`src/hdl/ciu_pkg.sv`:
```
// constants for the compare instruction unit: opcodes, field positions, widths
// assumes a 32-bit instruction word delivered by the decoder each issue cycle
//
// Behaviour
// - unsigned ge immediate zero-extends, writes one or zero
// - opcode 0x28 selects unsigned ge immediate
// - signed gt is signed lt, operands swapped
// - signed gt immediate sign-extends, writes one or zero
// - unsigned gt is unsigned lt, operands swapped
// - signed le is signed ge, operands swapped
package ciu_pkg;
  // ---------------------------------------------------------------
  // widths
  // ---------------------------------------------------------------
  localparam int DATA_W = 32;
  localparam int IMM_W  = 16;
  localparam int IDX_W  = 5;
  localparam int OPC_W  = 6;

  // ---------------------------------------------------------------
  // field positions
  // ---------------------------------------------------------------
  localparam int SRC_A_HI = 31;
  localparam int SRC_A_LO = 27;
  localparam int SRC_B_HI = 26;
  localparam int SRC_B_LO = 22;
  localparam int DST_C_HI = 21;
  localparam int DST_C_LO = 17;
  localparam int OPX_HI   = 16;
  localparam int OPX_LO   = 11;
  localparam int IMM_HI   = 21;
  localparam int IMM_LO   = 6;
  localparam int OPC_HI   = 5;
  localparam int OPC_LO   = 0;

  // ---------------------------------------------------------------
  // encodings
  // ---------------------------------------------------------------
  localparam logic [OPC_W-1:0] OPC_GEUI  = 6'h28;
  localparam logic [OPC_W-1:0] OPC_GEI   = 6'h08;
  localparam logic [OPC_W-1:0] OPC_RTYPE = 6'h3A;
  localparam logic [OPC_W-1:0] OPX_GE    = 6'h08;
  localparam logic [OPC_W-1:0] OPX_GEU   = 6'h28;
  localparam logic [OPC_W-1:0] OPX_LT    = 6'h10;
  localparam logic [OPC_W-1:0] OPX_LTU   = 6'h30;

  // ---------------------------------------------------------------
  // reset values
  // ---------------------------------------------------------------
  localparam logic [DATA_W-1:0] WR_DATA_RST = 32'h0000_0000;
  localparam logic [IDX_W-1:0]  WR_IDX_RST  = 5'h00;
endpackage : ciu_pkg

```
`src/hdl/ciu_cmp_if.sv`:
```
// carrier between the decode stage and the compare core
// assumes one clock domain; purely combinational signals
`timescale 1ns/100ps
interface ciu_cmp_if;
  import ciu_pkg::*;
  logic [DATA_W-1:0] lhs;
  logic [DATA_W-1:0] rhs;
  logic              is_signed;
  logic              invert;
  logic              result;

  modport core (input lhs, input rhs, input is_signed, input invert, output result);
  modport user (output lhs, output rhs, output is_signed, output invert, input result);
endinterface : ciu_cmp_if

```
`src/hdl/ciu_cmp_core.sv`:
```
// native compare core: one less-than, optionally inverted to give ge
// assumes operands already ordered and extended by the decode stage
`timescale 1ns/100ps
module ciu_cmp_core
  import ciu_pkg::*;
(
  ciu_cmp_if.core cmp
);
  logic lt;

  // two subtract-free less-thans, one signed and one unsigned, picked by is_signed, keep area small
  always_comb begin
    if (cmp.is_signed) begin
      lt = $signed(cmp.lhs) < $signed(cmp.rhs);
    end else begin
      lt = cmp.lhs < cmp.rhs;
    end
  end

  assign cmp.result = lt ^ cmp.invert;
endmodule : ciu_cmp_core

```
`src/hdl/ciu_compare_unit.sv`:
```
// compare instruction unit: decodes compare forms, writes 0 or 1 back
// assumes operand values are read from the register file in the issue cycle
`timescale 1ns/100ps
module ciu_compare_unit
  import ciu_pkg::*;
#(
  parameter int WIDTH = DATA_W
) (
  input  wire logic              ref_clk_i,
  input  wire logic              sys_rst_i,
  input  wire logic              issue_valid_i,
  input  wire logic [31:0]       instr_i,
  input  wire logic [WIDTH-1:0]  first_source_register_i,
  input  wire logic [WIDTH-1:0]  second_source_or_destination_i,
  output logic                   wr_en_o,
  output logic [IDX_W-1:0]       wr_idx_o,
  output logic [WIDTH-1:0]       wr_data_o
);
  // ---------------------------------------------------------------
  // elaboration check
  // ---------------------------------------------------------------
  if (WIDTH != DATA_W) begin : g_bad_width
    $error("compare unit serves only the 32-bit datapath");
  end

  // ---------------------------------------------------------------
  // field extraction
  // ---------------------------------------------------------------
  logic [OPC_W-1:0] opcode;
  logic [OPC_W-1:0] opx;
  logic [IMM_W-1:0] encoded_immediate_field;
  logic [IDX_W-1:0] first_source_idx;
  logic [IDX_W-1:0] second_source_idx;
  logic [IDX_W-1:0] register_form_destination;

  assign opcode                    = instr_i[OPC_HI:OPC_LO];
  assign encoded_immediate_field   = instr_i[IMM_HI:IMM_LO];
  assign first_source_idx          = instr_i[SRC_A_HI:SRC_A_LO];
  assign second_source_idx         = instr_i[SRC_B_HI:SRC_B_LO];
  assign register_form_destination = instr_i[DST_C_HI:DST_C_LO];
  assign opx                       = instr_i[OPX_HI:OPX_LO];

  // ---------------------------------------------------------------
  // decode
  // ---------------------------------------------------------------
  ciu_cmp_if cmp ();

  logic             hit;
  logic [IDX_W-1:0] dest;

  always_comb begin
    hit           = 1'b0;
    dest          = second_source_idx;
    cmp.lhs       = first_source_register_i;
    cmp.rhs       = second_source_or_destination_i;
    cmp.is_signed = 1'b0;
    cmp.invert    = 1'b0;
    case (opcode)
      OPC_GEUI: begin
        hit        = 1'b1;
        cmp.rhs    = {16'h0000, encoded_immediate_field};
        cmp.invert = 1'b1;
      end
      OPC_GEI: begin
        // greater-than immediate arrives here with the immediate already plus one
        hit           = 1'b1;
        cmp.rhs       = {{16{encoded_immediate_field[IMM_W-1]}},
                         encoded_immediate_field};
        cmp.is_signed = 1'b1;
        cmp.invert    = 1'b1;
      end
      OPC_RTYPE: begin
        dest = register_form_destination;
        case (opx)
          OPX_GE: begin
            // le reaches here with the register indices exchanged
            hit           = 1'b1;
            cmp.is_signed = 1'b1;
            cmp.invert    = 1'b1;
          end
          OPX_GEU: begin
            hit        = 1'b1;
            cmp.invert = 1'b1;
          end
          OPX_LT: begin
            // gt reaches here with the register indices exchanged
            hit           = 1'b1;
            cmp.is_signed = 1'b1;
          end
          OPX_LTU: begin
            hit = 1'b1;
          end
          default: begin
            hit = 1'b0;
          end
        endcase
      end
      default: begin
        hit = 1'b0;
      end
    endcase
  end

  ciu_cmp_core u_core (
    .cmp (cmp.core)
  );

  // ---------------------------------------------------------------
  // write-back register
  // ---------------------------------------------------------------
  // enable cleared by reset: a stale pulse would write a random register
  always_ff @(posedge ref_clk_i) begin
    if (sys_rst_i) begin
      wr_en_o <= 1'b0;
    end else begin
      wr_en_o <= issue_valid_i & hit;
    end
  end

  // data and index held when nothing issues, so the port stays quiet
  always_ff @(posedge ref_clk_i) begin
    if (sys_rst_i) begin
      wr_idx_o  <= WR_IDX_RST;
      wr_data_o <= WR_DATA_RST;
    end else if (issue_valid_i && hit) begin
      wr_idx_o  <= dest;
      wr_data_o <= {{(WIDTH-1){1'b0}}, cmp.result};
    end
  end
endmodule : ciu_compare_unit

```
`config.mk`:
```
export PLATFORM = sky130hd
export DESIGN_NAME = ciu_compare_unit
export DESIGN_NICKNAME = d
export VERILOG_FILES = /design/src/hdl/ciu_pkg.sv /design/src/hdl/ciu_cmp_if.sv /design/src/hdl/ciu_cmp_core.sv /design/src/hdl/ciu_compare_unit.sv
export SDC_FILE = /design/constraint.sdc
export NUM_CORES = 1
export LEC_CHECK = 0
export BUFFER_PORTS_ARGS = -buffer_cell sky130_fd_sc_hd__buf_2
export CAP_MARGIN = 20
export CORE_MARGIN = 5
export CORE_UTILIZATION = 35
export DETAILED_ROUTE_END_ITERATION = 6
export GPL_TIMING_DRIVEN = 0
export PLACE_DENSITY_LB_ADDON = 0.1
export SYNTH_ARGS = -nofsm -noshare
export SYNTH_HDL_FRONTEND = slang
export SYNTH_SLANG_ARGS = --single-unit
export TNS_END_PERCENT = 100
```
`constraint.sdc`:
```
create_clock -name ref_clk_i -period 3.7 [get_ports ref_clk_i]
set_input_delay 0.185 -clock ref_clk_i [delete_from_list [all_inputs] [get_ports ref_clk_i]]
set_output_delay 0.185 -clock ref_clk_i [all_outputs]
set_load 0.02 [all_outputs]
```
==> results.py <==
metrics = {
    "cts": {
        "cts_buffer_depth": 2,
        "cts_tree": "done",
        "cts_made_buffers": 3,
        "cts.clk_slew.worst_paths_ns": 0.04,
        "insertion_delay_ns": 0.22,
        "cts_setup_buffers": 0,
        "clock-sinks": 7,
        "hold_buffers": 0,
        "ctsHtreeMaxLevel": 1,
        "root_buffer": "clkbuf_8",
    },
    "sta": {
        "fmax_ghz": 0.309,
        "clock_skew_ns": 0,
        "relSlewSlack": 0.566,
        "hold_viol": 0,
        "final.min_clock_period_ns": 3.24,
        "finalSetupTns_ns": 0,
        "post-route-period-util": 0.875,
        "max_slew.worst_pin.slew_ns": 0.649,
        "slew_violations": 0,
        "rsz0062_at_grt": "false",
        "setup_viol": 0,
    },
    "synth": {
        "yosysWarnings": 0,
        "synth_top_area_share": 0.248,
        "yosysUniqueCellTypes": 32,
        "syn_area_per_cell_um2": 7.64,
        "yosysSeqAreaShare": 0.0895,
        "syn_area_um2": 1570,
        "synth.area.top_cells": "ha_1 25%, buf_4 15%, mux2i_1 13%, dfxtp_1 9.0%, o21ai_0 8.0%",
        "synth_edf_count": 0,
        "ys.flop_type": "dfxtp_1",
        "synth.largest_area_cell": "ha_1",
        "synthArstFlopShare": 0,
        "synthCells": 205,
        "ys_ff_latch": 7,
    },
    "worst_setup_path": {
        "crit_family": "simple AND/OR/NAND/NOR gates",
        "crit_buf_inv": 3,
        "worstPathRequired_ns": 3.86,
        "cp_data_arrival_time_ns": 3.40,
        "slowest_delay_ns": 0.51,
        "crit_chain": "buf_2, or3b_1, clkbuf_1, nor2_2, clkbuf_1, mux2i_1, ha_1, and4_1, a221oi_1, o221ai_1, or4b_1, nand3_1",
        "crit_top_cell": "clkbuf_1",
        "critical_path_peak_fanout": 10,
        "crit_path_end_kind": "register",
        "cp-start-kind": "primary input",
        "path_class": "in2reg",
        "cp_slowest_cell": "or4b_1",
    },
    "flow_run": {
        "cap_violations": 0,
    },
    "global_route": {
        "grt_use_met2": 0.253,
        "grt_use_met3": 0.0386,
        "gr-usage-met1": 0.184,
        "grt_usage": 0.147,
        "grt_max_degree": 11,
        "grt-busiest-layer": "met2",
        "globalRouteOverflowTotal": 0,
        "grt_first_pass_wirelength_um": 7410,
        "antenna_found_initial": 0,
        "grt_pass1_vias": 1719,
    },
    "power_and_ir_drop": {
        "p_seq_frac": 0.197,
        "swShare": 0.349,
        "power_frac_comb": 0.529,
        "p_leak_nw": 1.23,
        "p_int_mw": 0.254,
        "vdd_drop_max_mv": 0.172,
        "p_sw_mw": 0.136,
        "power_density_nw_per_um2": 170,
        "p_clk_frac": 0.274,
    },
    "detailed_routing": {
        "drt_iter0_markers": 37,
        "vias": 1752,
        "detail_route.wl_per_cell_um": 11.8,
        "drt_first_pass_iters": 4,
        "drc_errors": 0,
        "detail-route-antenna-nets": 0,
        "vias_per_cell": 4.49,
        "routed_wl_um": 4590,
    },
    "floorplanning": {
        "coreArea_um2": 4350,
        "die_w_um": 76.9,
        "ios": 137,
        "rows": 24,
        "die_area_um2": 5910,
        "die_y_um": 76.9,
        "start_util": 0.359,
    },
    "final_layout": {
        "drive_gt1_frac": 0.402,
        "final_cell_mix": "100 x buf_2, 31 x ha_1, 31 x buf_4, 31 x conb_1, 24 x o21ai_0",
        "nNetsFinal": 469,
        "final_area_um2": 2290,
        "antenna_cells": 0,
        "final_common_cell": "buf_2",
        "syn_to_final_growth_pct": 46.0,
    },
    "placed_design": {
        "dpl_cell_area_um2": 2240,
        "place_congestion": 0.722,
        "dp_hpwl_um": 4150,
        "io_buffers": 99,
    },
    "hold_path": {
        "hold_class": "in2reg",
    },
    "status": {
        "outcome": "finished, final reports clean",
    },
}
per-layer routing:
| metal | vias up | part of all wire |
|---|---|---|
| li1 | 961 | - |
| met3 | 2 | 0.091 |
| met1 | 724 | 0.43 |
| met2 | 65 | 0.47 |
| met4 | 0 | 0.0024 |
| met5 | - | 0 |
registers in the layout, indices dropped and copies added, names as in the netlist:
register,flops
wr_idx_o,5
wr_data_o,1
wr_en_o,1
cells by family (layout without fill, tap and decap cells):
group / count (synthesis) / count (layout) / synth area share
AOI/OAI and AO/OA: 55 / 55 / 0.197
and+or+nand+nor: 49 / 49 / 0.157
buffers and inverters: 41 / 144 / 0.173
adders and majority gates: 31 / 31 / 0.248
muxes: 20 / 20 / 0.128
DFF: 7 / 7 / 0.0895
other: 1 / 31 / 0.00240
xor gates and xnor gates: 1 / 1 / 0.00560
cells in the mapped netlist (2+ instances only):
cell / instances
a211oi_1: 4
a21oi_1: 19
buf_4: 31
clkbuf_1: 5
dfxtp_1: 7
ha_1: 31
inv_1: 3
mux2i_1: 20
nand2_1: 12
nand3_1: 6
nand4_1: 4
nor2_1: 16
nor3_1: 2
nor4b_1: 2
o21ai_0: 25
or4b_1: 2
per-stage QoR:
stage	utilization	setup slack, ns	power (mW)	hold WS, ns	cells
2_1_floorplan	-	0.725	0.213	0.425	235
3_3_place_gp	0.514	-0.0131	0.281	0.469	386
3_5_place_dp	0.514	-0.0522	0.283	0.474	386
4_1_cts	0.524	0.181	0.393	0.296	390
5_1_grt	0.525	0.158	0.427	0.322	390
6_report	0.525	0.461	0.390	0.291	390
final cells by class:
cell class,count,area (µm²)
multi-input combinational,187,1270
inverter,3,11.3
tap,52,65.1
buffer,38,260
sequential,7,140
timing repair buffer,99,495
clock buffer,4,45.0
fill,461,2070
timing repair:
action,CTS,global route
resized for setup,0,2
setup endpoints to repair,0,1
hold endpoints to repair,0,0
final timing paths:
| check | cells after the start | slack [ns] | endpoint | start |
|---|---|---|---|---|
| worst max-delay path | 12 | 0.46 | wr_data_o[0] | instr_i[0] |
| worst min-delay path | 2 | 0.29 | wr_idx_o[1] | sys_rst_i |
| worst max register to register | 2 | 3.01 | wr_data_o[0] | wr_data_o[0] |
| worst min register to register | 2 | 0.49 | wr_idx_o[3] | wr_idx_o[3] |
worst register-to-register path: stages, from the launching register on:
cell     delay, ns
dfxtp_1       0.30
a32oi_1       0.17
nand3_1       0.10
power by group through the flow:
stage / logic (mW) / clock network, mW / registers [mW]
global placement: 0.203 / 0 / 0.0779
CTS: 0.206 / 0.110 / 0.0767
detailed placement: 0.205 / 0 / 0.0779
finish: 0.206 / 0.107 / 0.0767
floorplan: 0.134 / 0 / 0.0786
global route: 0.235 / 0.115 / 0.0767
Note: power is estimated with default switching activity, not from simulation.
